`config.mk`:
```
export PLATFORM = sky130hd
export DESIGN_NAME = aaim_core
export DESIGN_NICKNAME = d
export VERILOG_FILES = /design/src/rtl/aaim_pkg.sv /design/src/rtl/aaim_core.sv
export SDC_FILE = /design/constraint.sdc
export NUM_CORES = 1
export LEC_CHECK = 0
export ABC_CLOCK_PERIOD_IN_PS = 1900
export BUFFER_PORTS_ARGS = -buffer_cell sky130_fd_sc_hd__buf_2
export CAP_MARGIN = 10
export CORE_ASPECT_RATIO = 1.5
export CORE_MARGIN = 10
export CORE_UTILIZATION = 26
export CTS_CLUSTER_SIZE = 25
export DETAILED_ROUTE_END_ITERATION = 10
export SYNTH_ARGS = -nofsm -noshare
export SYNTH_HDL_FRONTEND = slang
export SYNTH_SLANG_ARGS = --single-unit
```
`constraint.sdc`:
```
create_clock -name clock -period 1.9 [get_ports clock]
set_input_delay 0.19 -clock clock [delete_from_list [all_inputs] [get_ports clock]]
set_output_delay 0.19 -clock clock [all_outputs]
set_load 0.02 [all_outputs]
```
`src/rtl/aaim_pkg.sv`:
```
// Constants, register map and carrier types of the audio interrupt and input monitor block
package aaim_pkg;

   // Register bus geometry
   localparam int ADDR_W = 8;
   localparam int DATA_W = 32;
   localparam int REG_W = 8;
   localparam int NUM_EVENTS = 5;

   // Register indices; byte address is four times the index
   localparam logic [5:0] IDX_GENERAL_INPUT_LEVEL = 6'h2F;
   localparam logic [5:0] IDX_INPUT_FUNCTION = 6'h2B;
   localparam logic [5:0] IDX_INTERRUPT_CONFIG = 6'h32;
   localparam logic [5:0] IDX_INTERRUPT_MASK_BANK = 6'h33;
   localparam logic [5:0] IDX_INTERRUPT_LATCH_BANK = 6'h36;
   localparam logic [5:0] IDX_BIAS_CONFIG = 6'h3B;

   // Field positions
   localparam int POS_INPUT_ONE = 7;
   localparam int POS_INPUT_TWO = 6;
   localparam int POS_POLARITY = 7;
   localparam int POS_MODE_LO = 5;
   localparam int POS_VIEW = 2;
   localparam int POS_FUNC_LO = 4;
   localparam int POS_EVENT_LO = 3;
   localparam int POS_ADC_SCALE_LO = 0;

   // Field codes
   localparam logic [2:0] INPUT_ONE_GPI = 3'h1;
   localparam logic [2:0] BIAS_AS_INPUT_TWO = 3'h7;
   localparam logic [1:0] MODE_LEVEL = 2'h0;
   localparam logic [1:0] MODE_RESERVED = 2'h1;
   localparam logic [1:0] MODE_PERIODIC = 2'h2;
   localparam logic [1:0] MODE_SINGLE = 2'h3;

   // Reset values and writable bit masks
   localparam logic [7:0] RST_MASK = 8'hFF;
   localparam logic [7:0] RST_ZERO = 8'h00;
   localparam logic [7:0] WR_FUNCTION = 8'h77;
   localparam logic [7:0] WR_BIAS = 8'h73;

   // Bus responses
   localparam logic [1:0] RESP_OKAY = 2'h0;
   localparam logic [1:0] RESP_SLVERR = 2'h2;

   // Timing: clock period and pulse figures in their own units
   localparam int CLK_PERIOD_NS = 25;
   localparam int MS_TIME_NS = 1000000;
   localparam int MS_CYCLES = MS_TIME_NS / CLK_PERIOD_NS;
   localparam int PULSE_TIME_MS = 2;
   localparam int PERIOD_TIME_MS = 4;
   localparam logic [2:0] PULSE_TICKS = 3'(PULSE_TIME_MS);
   localparam logic [2:0] PERIOD_TICKS = 3'(PERIOD_TIME_MS);

   // Interrupt configuration fields
   typedef struct packed {
      logic polarity;
      logic [1:0] mode;
      logic view;
   } aaim_irq_cfg_t;

endpackage

```
`src/rtl/aaim_core.sv`:
```
// Interrupt latching, masking, pulse generation and input monitor with AXI4-Lite registers
//
// The AXI4-Lite interface to the registers is this design's own decision.
`timescale 1ns/1ps
`default_nettype none

module aaim_core #(
   parameter int MS_CYCLES = aaim_pkg::MS_CYCLES
) (
   input wire logic clock,
   input wire logic resetn,
   input wire logic [aaim_pkg::ADDR_W-1:0] s_axi_awaddr,
   input wire logic s_axi_awvalid,
   output logic s_axi_awready,
   input wire logic [aaim_pkg::DATA_W-1:0] s_axi_wdata,
   input wire logic [3:0] s_axi_wstrb,
   input wire logic s_axi_wvalid,
   output logic s_axi_wready,
   output logic [1:0] s_axi_bresp,
   output logic s_axi_bvalid,
   input wire logic s_axi_bready,
   input wire logic [aaim_pkg::ADDR_W-1:0] s_axi_araddr,
   input wire logic s_axi_arvalid,
   output logic s_axi_arready,
   output logic [aaim_pkg::DATA_W-1:0] s_axi_rdata,
   output logic [1:0] s_axi_rresp,
   output logic s_axi_rvalid,
   input wire logic s_axi_rready,
   input wire logic [aaim_pkg::NUM_EVENTS-1:0] event_pulses,
   input wire logic general_input_one,
   input wire logic mic_bias_pin,
   output logic irq_output
);

   localparam int DIV_W = $clog2(MS_CYCLES);
   localparam logic [DIV_W-1:0] DIV_LAST = DIV_W'(MS_CYCLES - 1);

   // Refuse a timebase too short to count
   if (MS_CYCLES < 2)
   begin : g_bad_ms
      $error("MS_CYCLES must be at least 2");
   end

   // Word index hit: aligned word of the given register index
   function automatic logic reg_hit(input logic [aaim_pkg::ADDR_W-1:0] addr, input logic [5:0] idx);
      reg_hit = (addr[aaim_pkg::ADDR_W-1:2] == idx);
   endfunction

   // Registers
   aaim_pkg::aaim_irq_cfg_t cfg_r;
   logic [7:0] mask_r;
   logic [7:0] latch_r;
   logic [7:0] func_r;
   logic [7:0] bias_r;
   logic [7:0] mon_r;
   logic aw_got_r;
   logic w_got_r;
   logic [aaim_pkg::ADDR_W-1:0] waddr_r;
   logic [7:0] wbyte_r;
   logic wlane_r;
   logic awready_r;
   logic wready_r;
   logic bvalid_r;
   logic [1:0] bresp_r;
   logic arready_r;
   logic rvalid_r;
   logic [aaim_pkg::DATA_W-1:0] rdata_r;
   logic [1:0] rresp_r;
   logic [DIV_W-1:0] div_r;
   logic [2:0] phase_r;
   logic [2:0] pulse_left_r;
   logic irq_r;

   // Bus handshakes
   wire logic aw_take = s_axi_awvalid & awready_r;
   wire logic w_take = s_axi_wvalid & wready_r;
   wire logic do_write = aw_got_r & w_got_r & ~bvalid_r;
   wire logic ar_take = s_axi_arvalid & arready_r;
   wire logic aw_got_nxt = do_write ? 1'b0 : (aw_got_r | aw_take);
   wire logic w_got_nxt = do_write ? 1'b0 : (w_got_r | w_take);

   // Write decode, low byte lane carries the register
   wire logic wr_en = do_write & wlane_r;
   wire logic wr_cfg = wr_en & reg_hit(waddr_r, aaim_pkg::IDX_INTERRUPT_CONFIG);
   wire logic wr_mask = wr_en & reg_hit(waddr_r, aaim_pkg::IDX_INTERRUPT_MASK_BANK);
   wire logic wr_func = wr_en & reg_hit(waddr_r, aaim_pkg::IDX_INPUT_FUNCTION);
   wire logic wr_bias = wr_en & reg_hit(waddr_r, aaim_pkg::IDX_BIAS_CONFIG);
   wire logic wr_mapped = reg_hit(waddr_r, aaim_pkg::IDX_INTERRUPT_CONFIG)
      | reg_hit(waddr_r, aaim_pkg::IDX_INTERRUPT_MASK_BANK)
      | reg_hit(waddr_r, aaim_pkg::IDX_INPUT_FUNCTION)
      | reg_hit(waddr_r, aaim_pkg::IDX_BIAS_CONFIG)
      | reg_hit(waddr_r, aaim_pkg::IDX_INTERRUPT_LATCH_BANK)
      | reg_hit(waddr_r, aaim_pkg::IDX_GENERAL_INPUT_LEVEL);

   // New configuration from the written byte
   wire aaim_pkg::aaim_irq_cfg_t cfg_wr = '{
      polarity: wbyte_r[aaim_pkg::POS_POLARITY],
      mode: wbyte_r[aaim_pkg::POS_MODE_LO +: 2],
      view: wbyte_r[aaim_pkg::POS_VIEW]
   };
   wire logic mode_chg = wr_cfg & (cfg_wr.mode != cfg_r.mode);

   // Events placed at their latch positions; view hides masked bits
   wire logic [7:0] ev8 = {event_pulses, 3'h0};
   wire logic [7:0] unmasked = ~mask_r & {{aaim_pkg::NUM_EVENTS{1'b1}}, 3'h0};
   wire logic [7:0] view_mask = cfg_r.view ? unmasked : {{aaim_pkg::NUM_EVENTS{1'b1}}, 3'h0};
   wire logic [7:0] latch_view = latch_r & view_mask;
   wire logic rd_latch = ar_take & reg_hit(s_axi_araddr, aaim_pkg::IDX_INTERRUPT_LATCH_BANK);
   wire logic [7:0] latch_nxt = ev8 | (latch_r & ~(rd_latch ? view_mask : 8'h00));

   // Read data selection
   wire logic rd_latch_addr = reg_hit(s_axi_araddr, aaim_pkg::IDX_INTERRUPT_LATCH_BANK);
   wire logic rd_mapped = reg_hit(s_axi_araddr, aaim_pkg::IDX_INTERRUPT_CONFIG)
      | reg_hit(s_axi_araddr, aaim_pkg::IDX_INTERRUPT_MASK_BANK)
      | reg_hit(s_axi_araddr, aaim_pkg::IDX_INPUT_FUNCTION)
      | reg_hit(s_axi_araddr, aaim_pkg::IDX_BIAS_CONFIG)
      | rd_latch_addr
      | reg_hit(s_axi_araddr, aaim_pkg::IDX_GENERAL_INPUT_LEVEL);
   wire logic [7:0] cfg_byte = {cfg_r.polarity, cfg_r.mode, 2'h0, cfg_r.view, 2'h0};
   wire logic [7:0] rd_byte =
      reg_hit(s_axi_araddr, aaim_pkg::IDX_INTERRUPT_CONFIG) ? cfg_byte :
      reg_hit(s_axi_araddr, aaim_pkg::IDX_INTERRUPT_MASK_BANK) ? mask_r :
      reg_hit(s_axi_araddr, aaim_pkg::IDX_INPUT_FUNCTION) ? func_r :
      reg_hit(s_axi_araddr, aaim_pkg::IDX_BIAS_CONFIG) ? bias_r :
      rd_latch_addr ? latch_view :
      reg_hit(s_axi_araddr, aaim_pkg::IDX_GENERAL_INPUT_LEVEL) ? mon_r : aaim_pkg::RST_ZERO;

   // Monitor levels, valid only in input function
   wire logic one_is_input = func_r[aaim_pkg::POS_FUNC_LO +: 3] == aaim_pkg::INPUT_ONE_GPI;
   wire logic two_is_input = bias_r[aaim_pkg::POS_FUNC_LO +: 3] == aaim_pkg::BIAS_AS_INPUT_TWO;
   wire logic [7:0] mon_nxt = {one_is_input & general_input_one, two_is_input & mic_bias_pin, 6'h00};

   // Interrupt source terms
   wire logic pending = |(latch_r & unmasked);
   wire logic trigger = |(ev8 & unmasked);
   wire logic ms_tick = (div_r == DIV_LAST);
   wire logic in_single = cfg_r.mode == aaim_pkg::MODE_SINGLE;
   wire logic in_periodic = cfg_r.mode == aaim_pkg::MODE_PERIODIC;
   wire logic div_restart = mode_chg | (in_single & trigger) | (in_periodic & ~pending);
   wire logic [DIV_W-1:0] div_nxt = (div_restart | ms_tick) ? '0 : div_r + 1'b1;
   wire logic [2:0] phase_wrap = (phase_r == aaim_pkg::PERIOD_TICKS - 3'h1) ? 3'h0 : phase_r + 3'h1;
   wire logic [2:0] phase_nxt = (mode_chg | ~pending) ? 3'h0 : (ms_tick ? phase_wrap : phase_r);
   wire logic [2:0] pulse_dec = (ms_tick && pulse_left_r != 3'h0) ? pulse_left_r - 3'h1 : pulse_left_r;
   wire logic [2:0] pulse_nxt = mode_chg ? 3'h0 : ((in_single & trigger) ? aaim_pkg::PULSE_TICKS : pulse_dec);

   // Active state per event mode
   logic irq_active;
   always_comb
   begin
      case (cfg_r.mode)
         aaim_pkg::MODE_LEVEL: irq_active = pending;
         aaim_pkg::MODE_PERIODIC: irq_active = pending & (phase_r < aaim_pkg::PULSE_TICKS);
         aaim_pkg::MODE_SINGLE: irq_active = trigger | (pulse_left_r != 3'h0);
         default: irq_active = 1'b0;
      endcase
   end
   wire logic irq_nxt = ~(irq_active ^ cfg_r.polarity);

   // Write channel acceptance and response
   always_ff @(posedge clock or negedge resetn)
   begin
      if (!resetn)
      begin
         aw_got_r <= 1'b0;
         w_got_r <= 1'b0;
         awready_r <= 1'b1;
         wready_r <= 1'b1;
         bvalid_r <= 1'b0;
         bresp_r <= aaim_pkg::RESP_OKAY;
         waddr_r <= '0;
         wbyte_r <= aaim_pkg::RST_ZERO;
         wlane_r <= 1'b0;
      end
      else
      begin
         aw_got_r <= aw_got_nxt;
         w_got_r <= w_got_nxt;
         awready_r <= ~aw_got_nxt;
         wready_r <= ~w_got_nxt;
         if (aw_take)
            waddr_r <= s_axi_awaddr;
         if (w_take)
         begin
            wbyte_r <= s_axi_wdata[7:0];
            wlane_r <= s_axi_wstrb[0];
         end
         if (do_write)
         begin
            bvalid_r <= 1'b1;
            bresp_r <= wr_mapped ? aaim_pkg::RESP_OKAY : aaim_pkg::RESP_SLVERR;
         end
         else if (s_axi_bready)
            bvalid_r <= 1'b0;
      end
   end

   // Read channel
   always_ff @(posedge clock or negedge resetn)
   begin
      if (!resetn)
      begin
         arready_r <= 1'b1;
         rvalid_r <= 1'b0;
         rdata_r <= '0;
         rresp_r <= aaim_pkg::RESP_OKAY;
      end
      else if (ar_take)
      begin
         arready_r <= 1'b0;
         rvalid_r <= 1'b1;
         rdata_r <= {24'h000000, rd_byte};
         rresp_r <= rd_mapped ? aaim_pkg::RESP_OKAY : aaim_pkg::RESP_SLVERR;
      end
      else if (rvalid_r & s_axi_rready)
      begin
         arready_r <= 1'b1;
         rvalid_r <= 1'b0;
      end
   end

   // Software registers; masks come up all set
   always_ff @(posedge clock or negedge resetn)
   begin
      if (!resetn)
      begin
         cfg_r <= '0;
         mask_r <= aaim_pkg::RST_MASK;
         func_r <= aaim_pkg::RST_ZERO;
         bias_r <= aaim_pkg::RST_ZERO;
      end
      else
      begin
         if (wr_cfg)
            cfg_r <= cfg_wr;
         if (wr_mask)
            mask_r <= wbyte_r;
         if (wr_func)
            func_r <= wbyte_r & aaim_pkg::WR_FUNCTION;
         if (wr_bias)
            bias_r <= wbyte_r & aaim_pkg::WR_BIAS;
      end
   end

   // Event latches, monitor samples, timebase and output
   always_ff @(posedge clock or negedge resetn)
   begin
      if (!resetn)
      begin
         latch_r <= aaim_pkg::RST_ZERO;
         mon_r <= aaim_pkg::RST_ZERO;
         div_r <= '0;
         phase_r <= 3'h0;
         pulse_left_r <= 3'h0;
         irq_r <= 1'b1;
      end
      else
      begin
         latch_r <= latch_nxt;
         mon_r <= mon_nxt;
         div_r <= div_nxt;
         phase_r <= phase_nxt;
         pulse_left_r <= pulse_nxt;
         irq_r <= irq_nxt;
      end
   end

   assign s_axi_awready = awready_r;
   assign s_axi_wready = wready_r;
   assign s_axi_bvalid = bvalid_r;
   assign s_axi_bresp = bresp_r;
   assign s_axi_arready = arready_r;
   assign s_axi_rvalid = rvalid_r;
   assign s_axi_rdata = rdata_r;
   assign s_axi_rresp = rresp_r;
   assign irq_output = irq_r;

   // Checks on monitor bits
   mon_one_a: assert property (@(posedge clock) disable iff (!resetn)
      one_is_input |=> mon_r[aaim_pkg::POS_INPUT_ONE] == $past(general_input_one))
      else $error("input one monitor wrong");
   mon_gate_a: assert property (@(posedge clock) disable iff (!resetn)
      !one_is_input |=> !mon_r[aaim_pkg::POS_INPUT_ONE])
      else $error("input one monitor not gated");
   mon_two_a: assert property (@(posedge clock) disable iff (!resetn)
      two_is_input |=> mon_r[aaim_pkg::POS_INPUT_TWO] == $past(mic_bias_pin))
      else $error("input two monitor wrong");

   // Checks on the interrupt output
   level_mode_a: assert property (@(posedge clock) disable iff (!resetn)
      (cfg_r.mode == aaim_pkg::MODE_LEVEL) |=> irq_r == ($past(pending) ~^ $past(cfg_r.polarity)))
      else $error("level mode output wrong");
   reserved_quiet_a: assert property (@(posedge clock) disable iff (!resetn)
      (cfg_r.mode == aaim_pkg::MODE_RESERVED) |=> irq_r == !$past(cfg_r.polarity))
      else $error("reserved mode output active");
   single_pulse_a: assert property (@(posedge clock) disable iff (!resetn)
      (in_single && trigger && !wr_cfg) |=> irq_r == $past(cfg_r.polarity) ##0 pulse_left_r == 3'h2)
      else $error("single pulse not started");
   periodic_on_a: assert property (@(posedge clock) disable iff (!resetn)
      (in_periodic && pending && phase_r == 3'h0) |=> irq_r == $past(cfg_r.polarity))
      else $error("periodic pulse missing");
   periodic_off_a: assert property (@(posedge clock) disable iff (!resetn)
      (in_periodic && phase_r >= 3'h2) |=> irq_r == !$past(cfg_r.polarity))
      else $error("periodic pulse too long");

   // Checks on latches, timebase and mask reset value
   latch_set_a: assert property (@(posedge clock) disable iff (!resetn)
      (ev8 != 8'h00) |=> (latch_r & $past(ev8)) == $past(ev8))
      else $error("event not latched");
   read_clear_a: assert property (@(posedge clock) disable iff (!resetn)
      (rd_latch && ev8 == 8'h00) |=> (latch_r & $past(view_mask)) == 8'h00)
      else $error("latch read did not clear");
   latch_view_a: assert property (@(posedge clock) disable iff (!resetn)
      rd_latch |=> rdata_r[7:0] == ($past(latch_r) & $past(view_mask)) && rvalid_r)
      else $error("latch readback wrong");
   reserved_zero_a: assert property (@(posedge clock) disable iff (!resetn)
      latch_r[2:0] == 3'h0)
      else $error("reserved latch bits set");
   restart_tb_a: assert property (@(posedge clock) disable iff (!resetn)
      mode_chg |=> div_r == '0 && phase_r == 3'h0 && pulse_left_r == 3'h0)
      else $error("timebase not restarted");
   mask_reset_a: assert property (@(posedge clock)
      $rose(resetn) |-> mask_r == aaim_pkg::RST_MASK)
      else $error("mask reset value wrong");

   // Checks on register updates, counters and held or idle output
   cfg_write_a: assert property (@(posedge clock) disable iff (!resetn)
      wr_cfg |=> cfg_r == $past(cfg_wr))
      else $error("config write not stored");
   mask_write_a: assert property (@(posedge clock) disable iff (!resetn)
      wr_mask |=> mask_r == $past(wbyte_r))
      else $error("mask write not stored");
   latch_hold_a: assert property (@(posedge clock) disable iff (!resetn)
      (!rd_latch && ev8 == 8'h00) |=> latch_r == $past(latch_r))
      else $error("latch changed without read");
   mon_reserved_a: assert property (@(posedge clock) disable iff (!resetn)
      mon_r[5:0] == 6'h00)
      else $error("reserved monitor bits set");
   phase_bound_a: assert property (@(posedge clock) disable iff (!resetn)
      phase_r < aaim_pkg::PERIOD_TICKS)
      else $error("period phase out of range");
   pulse_bound_a: assert property (@(posedge clock) disable iff (!resetn)
      pulse_left_r <= aaim_pkg::PULSE_TICKS)
      else $error("pulse count out of range");
   single_hold_a: assert property (@(posedge clock) disable iff (!resetn)
      (in_single && pulse_left_r != 3'h0) |=> irq_r == $past(cfg_r.polarity))
      else $error("single pulse cut short");
   single_idle_a: assert property (@(posedge clock) disable iff (!resetn)
      (in_single && !trigger && pulse_left_r == 3'h0) |=> irq_r == !$past(cfg_r.polarity))
      else $error("single pulse too long");
   periodic_idle_a: assert property (@(posedge clock) disable iff (!resetn)
      (in_periodic && !pending) |=> irq_r == !$past(cfg_r.polarity))
      else $error("periodic output without pending");

endmodule

`default_nettype wire

```
======== Yosys cells after proc, flatten, opt, wreduce, memory -nomap -nowiden ========
Index checks and enable logic that the tools add are counted.
operators by class
  $lt $le $gt $ge ......................... 1
  reduce and logical (&&, ||, !) cells .... 9
  multiplexer cells ....................... 26
  eq/ne operators ......................... 19
  bitwise gates (word level) .............. 48
  $add $sub $neg .......................... 3
operator list
  operator                                                                       count
  6-bit equality test (second input constant)                                    12
  8-bit 2-to-1 mux                                                               8
  8-bit bitwise AND                                                              4
  1-bit bitwise AND                                                              18
  3-bit 2-to-1 mux                                                               6
  1-bit OR                                                                       17
  16-bit by 1-bit adder with 16-bit output (second input constant)               1
  16-bit equality test (second input constant)                                   1
  16-bit 2-to-1 mux                                                              1
  8-bit NOT                                                                      2
  8-bit OR reduction                                                             2
  1-bit 2-to-1 mux                                                               8
  8-bit OR                                                                       1
  2-bit nonzero test                                                             3
  3-bit nonzero test                                                             2
  1-bit NOT                                                                      5
  2-bit equality test (second input constant)                                    2
  2-bit 2-to-1 mux                                                               2
  3-bit by 1-bit adder with 3-bit output (second input constant)                 1
  3-bit by 1-bit equality test with 1-bit output (second input constant)         1
  3-bit by 2-bit equality test with 1-bit output (second input constant)         1
  3-bit equality test (second input constant)                                    1
  3-bit by 2-bit less-than comparator with 1-bit output (second input constant)  1
  1-bit one-hot mux with 3 select lines                                          1
  5 further kinds                                                                5
storage, ports and cells
  bits of input ports ..................... 66
  flip-flop bits (word level) ............. 92
  output and inout bits ................... 42

======== Depth between registers and ports, before layout ========
Gate-level depths: netlist (run 1).
  depth after elaboration ................. 9
  depth in mapped cells ................... 7

======== Least setup slack after synthesis (run 1) ========
No wires, ideal clock.
  path kind ............................... flip-flop to flip-flop
  start point ............................. register div_r[7]
  end point ............................... register pulse_left_r[1]
  data required time ...................... 1.816 ns
  cell stages (with the launch flop) ...... 6
  period minus slack after synthesis ...... 1.676 ns
  data arrival time ....................... 1.592 ns
  path slack .............................. 0.224 ns
  cell sequence ........................... dfrtp_1 nor4b_1 nand2_1 nor4_4 mux2_1 a21boi_0
between the ends
  word-level cells in the longest chain between the ends .. 3
ends and longest elaborated chain
  what                          RTL line          RTL
  start, declared               aaim_core.sv:69   logic [DIV_W-1:0] div_r;
  start signal, assigned        aaim_core.sv:260  div_r <= div_nxt;
  16-bit equality test          aaim_core.sv:136  wire logic ms_tick = (div_r == DIV_LAST);
  1-bit logical AND             aaim_core.sv:143  wire logic [2:0] pulse_dec = (ms_tick && pulse_left_r != 3'h0) ? pulse_left_r - 3'h1 : pulse_left_r;
  3-bit nonzero test (no line)  -
  end signal, assigned          aaim_core.sv:262  pulse_left_r <= pulse_nxt;
  end, declared                 aaim_core.sv:71   logic [2:0] pulse_left_r;
Every way passes these cells.
A chain may end at the register's enable or synchronous reset.

======== Final worst setup path (run 1) ========
  start point ............................. register pulse_left_r[0]
  end point ............................... register pulse_left_r[1]
between the ends
  word-level cells in the longest chain between the ends .. 4
ends and longest elaborated chain
  what                                         RTL line          RTL
  3-bit by 1-bit subtractor with 3-bit output  aaim_core.sv:143
  3-bit 2-to-1 mux                             aaim_core.sv:143
  3-bit 2-to-1 mux (2 in series)               aaim_core.sv:144  wire logic [2:0] pulse_nxt = mode_chg ? 3'h0 : ((in_single & trigger) ? aaim_pkg::PULSE_TICKS : pulse_dec);
Several ways; a longest one is shown, not always the timed one. The select of a mux whose other input is x is not followed.

==> results.sh, run 1 <==
export IMPL_status="finished clean"
export IMPL_via_per_inst=4.462
export IMPL_clk_path_buf_depth=2
export IMPL_hold_viol_final=0
export IMPL_drc=0
export IMPL_switching_share=0.3046
export IMPL_diodes=0
export IMPL_p_int_w=0.004320
export IMPL_route_met2_wl_mm=4.521
export IMPL_syn_avg_cell_area_um2=10.77
export IMPL_final_nets=522
export IMPL_dpl_cell_count=642
export IMPL_fmax_mhz=543.8
export IMPL_criticalPathCategory="flip-flop to flip-flop"
export IMPL_drt_first_pass_iters=4
export IMPL_clockRootBuffer="clkbuf_16"
export IMPL_combPwrFrac=0.219
export IMPL_maxSlewHeadroom=0.6424
export IMPL_clock_skew_ps=7.566
export IMPL_period_share=0.9679
export IMPL_ios=108
export IMPL_stdcell_count=660
export IMPL_critPathRequiredTime_ps=2170
export IMPL_drive_gt1_frac=0.2976
export IMPL_endpoint_kind="flip-flop"
export IMPL_p_sw_w=0.001893
export IMPL_rsz0062_at_grt="true"
export IMPL_yosysSeqAreaShare=0.5098
export IMPL_ir_drop_mv=0.7557
export IMPL_htreeDepth=3
export IMPL_cp_common_cell="ha_1"
export IMPL_hpwl_mm=7.375
export IMPL_drt_iter0_drc=105
export IMPL_wl_met3_um=675
export IMPL_dieArea_um2=21750
export IMPL_grt_total_usage=0.08879
export IMPL_hold_path_class="input port to flip-flop"
export IMPL_core_area_um2=15770
export IMPL_synth_edf_count=0
export IMPL_path_cells="inv_1 > ha_1 > ha_1 > nand2b_1 > nor4_4 > mux2_1 > a21boi_1"
export IMPL_cpPeakStageDelay_ps=370
export IMPL_p_leak_nw=2.270
export IMPL_power_frac_seq=0.452
export IMPL_routed_top_layer="met4"
export IMPL_io_buffer_count=50
export IMPL_start_util=0.2665
export IMPL_path_clk_slew_ps=60
export IMPL_fp_dieW_um=123.8
export IMPL_gp_congestion=0.8202
export IMPL_tritoncts="yes"
export IMPL_wire_per_inst_um=14.26
export IMPL_num_rows=56
export IMPL_hold_ws_ps=9.254
export IMPL_grt_pass1_vias=3092
export IMPL_crit_fanout=3
export IMPL_grt_max_degree=40
export IMPL_worst_pin_slew_ps=536.4
export IMPL_synthFlopType="dfrtp_1"
export IMPL_startpoint_type="flip-flop"
export IMPL_grt_pass1_wl_mm=15.49
export IMPL_netlist_instances=390
export IMPL_setup_violations=0
export IMPL_ys_ff_latch=85
export IMPL_dr_total_vias=2945
export IMPL_setup_tns_ps=0
export IMPL_ys_top_cells_by_area="dfrtp_1, mux2_2, dfstp_2"
export IMPL_cts_made_buffers=9
export IMPL_ys_warn_count=0
export IMPL_power_per_cell_area_nw_per_um2=1237
export IMPL_synth_distinct_cells=51
export IMPL_clock_latency_ps=340
export IMPL_clkPwrFrac=0.328
export IMPL_synth_area_um2=4202
export IMPL_arrival_ps=2100
export IMPL_drv_slew=0
export IMPL_drv_cap=0
export IMPL_clkSinkCount=85
export IMPL_yosysTopAreaCell="dfrtp_1"
export IMPL_antenna_found_initial=0
export IMPL_antenna_left=0
export IMPL_wirelength_mm=9.413
export IMPL_area_growth_pct=19.51
export IMPL_async_flop_share=1.000
export IMPL_die_height_um=175.7
export IMPL_met1_length_mm=4.023
export IMPL_fin_crit_ps=1839
export IMPL_slowest_stage="dfrtp_1"
export IMPL_yosys_area_top_type_share=0.4348
export IMPL_grt_overflow_total=0
-- path summary, 6_finish.rpt --
| path | slack (ps) | startpoint | end | cells past startpoint |
|---|---|---|---|---|
| worst max-delay path | 60 | pulse_left_r[0] | pulse_left_r[1] | 7 |
| worst min-delay path | 9 | s_axi_arvalid | s_axi_arready | 2 |
| worst max register to register | 60 | pulse_left_r[0] | pulse_left_r[1] | 7 |
| worst min register to register | 450 | func_r[5] | mon_r[7] | 1 |
| max in group asynchronous | 880 | resetn | mask_r[1] | 3 |
| min in group asynchronous | 370 | resetn | wbyte_r[1] | 2 |
-- sequential cells by signal, summed over array words and instances (netlist names), 5 cells and up --
register     flops
bias_r           5
func_r           6
s_axi_rdata      8
waddr_r          6
latch_r          5
mask_r           8
wbyte_r          8
div_r           16
-- cells in the final DEF (no fill, tap or decap), types with 7 or more instances in the layout --
master	instances
buf_2	49
dfrtp_1	73
inv_1	16
nor2_1	31
mux2_2	33
nand2_1	55
mux2i_1	8
xor2_1	10
a21o_1	7
conb_1	26
buf_4	10
o21ai_0	19
dfstp_2	12
a21oi_1	8
xnor2_1	7
nor3_1	7
clkbuf_16	9
nand3_1	9
-- cell usage after synthesis, types with 2 or more instances --
cell / count
a21oi_1: 8
nor2_1: 31
a211oi_1: 2
a32oi_1: 2
o31ai_1: 3
nand3_1: 9
mux2i_1: 8
ha_1: 4
a21o_1: 7
or3_4: 2
nor4b_1: 2
a222oi_1: 2
and2_1: 3
inv_1: 16
o221ai_1: 2
nand4b_1: 2
xnor2_1: 7
dfstp_2: 12
and4_1: 2
nand4_1: 3
buf_6: 2
buf_4: 28
nand2_1: 55
dfrtp_1: 73
nand2b_1: 2
a22oi_1: 3
o21ai_0: 19
nor3_1: 8
and3_1: 3
a31oi_1: 2
xor2_1: 10
clkbuf_1: 5
nor4_4: 3
mux2_2: 33
-- critical path: cells and delay by family (launching register included) --
family	cells	cell delay, ps
and+or+nand+nor	2	470
adders and majority gates	2	380
DFF	1	370
muxes	1	350
AOI/OAI and AO/OA	1	140
buffers and inverters	1	50
-- power by group through the flow --
stage	Combinational (W)	Sequential (W)	Clock [W]
2_1_floorplan	0.000954	0.00282	0
3_3_place_gp	0.00134	0.00281	0
3_5_place_dp	0.00138	0.00284	0
4_1_cts	0.00139	0.00281	0.00210
5_1_grt	0.00153	0.00289	0.00218
6_report	0.00136	0.00281	0.00204
-- kinds of logic (layout without fill, tap and decap cells) --
group	Yosys count	count (layout)	share of synthesized area
AO/OA/AOI/OAI	54	54	0.08309
adder cells (fa/ha/maj)	4	4	0.01191
multiplexers	42	42	0.1102
flip-flops	85	85	0.5098
other	1	26	0.0008925
buffers and inverters	51	93	0.07415
XOR/XNOR	17	17	0.03544
AND/OR/NAND/NOR	136	136	0.1745
-- through the flow --
| stage | setup slack, ps | util | power (W) | cell area [µm²] |
|---|---|---|---|---|
| floorplan | 224.4 | - | 0.003772 | 4295 |
| global placement | 62.90 | 0.2937 | 0.004152 | 4631 |
| detailed placement | -3.818 | 0.2937 | 0.004220 | 4631 |
| CTS | 53.49 | 0.3175 | 0.006296 | 5006 |
| global route | -50.66 | 0.3185 | 0.006604 | 5021 |
| finish | 61.05 | 0.3185 | 0.006213 | 5021 |
-- routing by layer --
metal	vias up	global-route usage
met2	79	0.1470
met3	14	0.02215
met4	0	0.03944
met1	1428	0.1046
met5	-	0
li1	1424	-
-- cell type report --
| cell class | instances | area [µm²] |
|---|---|---|
| fillers | 1621 | 10740 |
| flip-flops and latches | 85 | 2142 |
| multi-input cells | 279 | 1864 |
| repair buffers | 61 | 350.3 |
| well taps | 203 | 254.0 |
| clock buffers | 11 | 242.7 |
| clock inverters | 5 | 107.6 |
| inverters | 16 | 60.06 |
-- timing repair --
action / CTS / global route
hold buffers: 1 / 0
endpoints found under the hold margin: 34 / 0
setup buffers: 0 / 1
gates resized for setup: 2 / 3
pin swaps: 0 / 1
setup endpoints to repair: 2 / 4
(Power assumes the default switching activity.)
==> inputs of run 2 (changes only) <==
Settings changed: ABC_CLOCK_PERIOD_IN_PS 1900 to 1800.
Clock period 1.9 ns to 1.8 ns, I/O delays scaled along.
==> run 2 against run 1 <==
- flip-flop and latch count unchanged
- critical endpoint is now pulse_left_r[2]
- sequential power up 5%
- total power up 0.38%
- worst setup slack worse by 9.9 ps
==> results.sh, run 2 (synthesis results as in run 1) <==
export IMPL_cts_made_buffers=9
export IMPL_slowest_stage="dfrtp_1"
export IMPL_p_leak_nw=2.353
export IMPL_path_cells="inv_1 > ha_2 > ha_4 > nand2b_4 > nor4_4 > buf_4 > mux2_4 > nor2_2"
export IMPL_drive_gt1_frac=0.3354
export IMPL_setup_violations=0
export IMPL_crit_fanout=2
export IMPL_io_buffer_count=50
export IMPL_grt_pass1_wl_mm=15.57
export IMPL_gp_congestion=0.8419
export IMPL_antenna_found_initial=2
export IMPL_clockRootBuffer="clkbuf_16"
export IMPL_critPathRequiredTime_ps=2070
export IMPL_drv_slew=0
export IMPL_ios=108
export IMPL_worst_slack_ps=51.17
export IMPL_arrival_ps=2020
export IMPL_hold_path_class="input port to flip-flop"
export IMPL_start_util=0.2665
export IMPL_routed_top_layer="met5"
export IMPL_place_ws_ps=-72.25
export IMPL_largest_reg_flops=16
export IMPL_core_area_um2=15770
export IMPL_drc=0
export IMPL_final_common_cell="dfrtp_1"
export IMPL_num_rows=56
export IMPL_dr_total_vias=3020
export IMPL_endpoint_kind="flip-flop"
export IMPL_drt_first_pass_iters=4
export IMPL_clkSinkCount=85
export IMPL_final_cell_mix="dfrtp_1, nand2_1, buf_2, mux2_2, nor2_1"
export IMPL_path_clk_slew_ps=60
export IMPL_startpoint_type="flip-flop"
export IMPL_rsz0062_at_grt="true"
export IMPL_fin_crit_ps=1749
export IMPL_period_share=0.9716
export IMPL_wl_met3_um=768
export IMPL_drv_cap=0
export IMPL_via_per_inst=4.435
export IMPL_fp_dieW_um=123.8
export IMPL_htreeDepth=3
export IMPL_die_height_um=175.7
export IMPL_antenna_left=0
export IMPL_grt_overflow_total=0
export IMPL_grt_total_usage=0.08981
export IMPL_status="finished clean"
export IMPL_tritoncts="yes"
export IMPL_largest_register="div_r"
export IMPL_dieArea_um2=21750
export IMPL_fmax_mhz=571.8
export IMPL_ir_drop_mv=0.8168
export IMPL_final_nets=542
export IMPL_drt_iter0_drc=104
export IMPL_hpwl_mm=7.499
export IMPL_hold_viol_final=0
export IMPL_clock_skew_ps=7.995
export IMPL_power_per_cell_area_nw_per_um2=1211
export IMPL_criticalPathCategory="flip-flop to flip-flop"
export IMPL_setup_tns_ps=0
export IMPL_grt_pass1_vias=3179
export IMPL_wirelength_mm=9.674
export IMPL_area_growth_pct=22.54
export IMPL_cpPeakStageDelay_ps=360
export IMPL_clock_latency_ps=340
export IMPL_clk_path_buf_depth=2
export IMPL_grt_max_degree=35
export IMPL_met1_length_mm=3.935
export IMPL_utilization=0.3266
export IMPL_wire_per_inst_um=14.21
export IMPL_route_met2_wl_mm=4.708
## run 2: cell count changes in the layout (fill, tap and decap cells not counted), moves of 2 or more
cell / previous run / this run
bufinv_16: 3 / 0
buf_4: 10 / 28
ha_1: 3 / 1
clkinv_2: 0 / 2
## run 2: critical path: cells and delay by family, from the launching register on
| family | cells | cell delay [ps] |
|---|---|---|
| and+or+nand+nor | 3 | 470 |
| DFF | 1 | 360 |
| adders and majority gates | 2 | 350 |
| buffers and inverters | 2 | 210 |
| muxes | 1 | 290 |
## run 2: where the power goes
group / internal, W / switching [W] / total (W)
clock network: 0.000971 / 0.000725 / 0.00170
logic: 0.000772 / 0.000806 / 0.00158
registers: 0.00249 / 0.000478 / 0.00296
## run 2: path summary, 6_finish.rpt
path | startpoint | depth (start not counted) | endpoint | slack [ps]
max reg2reg | pulse_left_r[0] | 8 | pulse_left_r[2] | 50
max | pulse_left_r[0] | 8 | pulse_left_r[2] | 50
min | s_axi_bready | 2 | s_axi_bvalid | 40
min in group asynchronous | resetn | 2 | wbyte_r[1] | 340
max in group asynchronous | resetn | 3 | s_axi_wready | 830
min reg2reg | div_r[0] | 1 | div_r[0] | 460
## run 2: metrics by stage
| stage | hold slack [ps] | total power [W] | cell area, µm² | std cells |
|---|---|---|---|---|
| floorplan | -115.6 | 0.003982 | 4295 | 415 |
| global placement | 164.6 | 0.004475 | 4728 | 655 |
| detailed placement | 165.3 | 0.004546 | 4728 | 655 |
| CTS | 29.03 | 0.006291 | 5061 | 675 |
| global route | 41.07 | 0.006671 | 5149 | 681 |
| finish | 39.35 | 0.006237 | 5149 | 681 |
## run 2: timing repair
item,4_1_cts,5_1_grt
hold buffers,2,0
setup buffers,2,4
gates resized for setup,4,10
pin swaps,2,3
endpoints found under the setup margin,11,12
hold endpoints to repair,28,0
cloned,0,1
## run 2: layer usage
| layer | track usage | vias to the layer above |
|---|---|---|
| li1 | - | 1468 |
| met1 | 0.1008 | 1448 |
| met2 | 0.1492 | 86 |
| met3 | 0.02825 | 16 |
| met4 | 0.04236 | 2 |
| met5 | 0 | - |
## run 2: final cells by class
class	count	area (µm²)
fillers	1582	10620
well taps	203	254.0
repair buffers	80	495.5
inverters	16	60.06
multi-input cells	280	1922
flip-flops and latches	85	2142
diodes	1	2.502
clock inverters	4	26.28
clock buffers	12	246.5
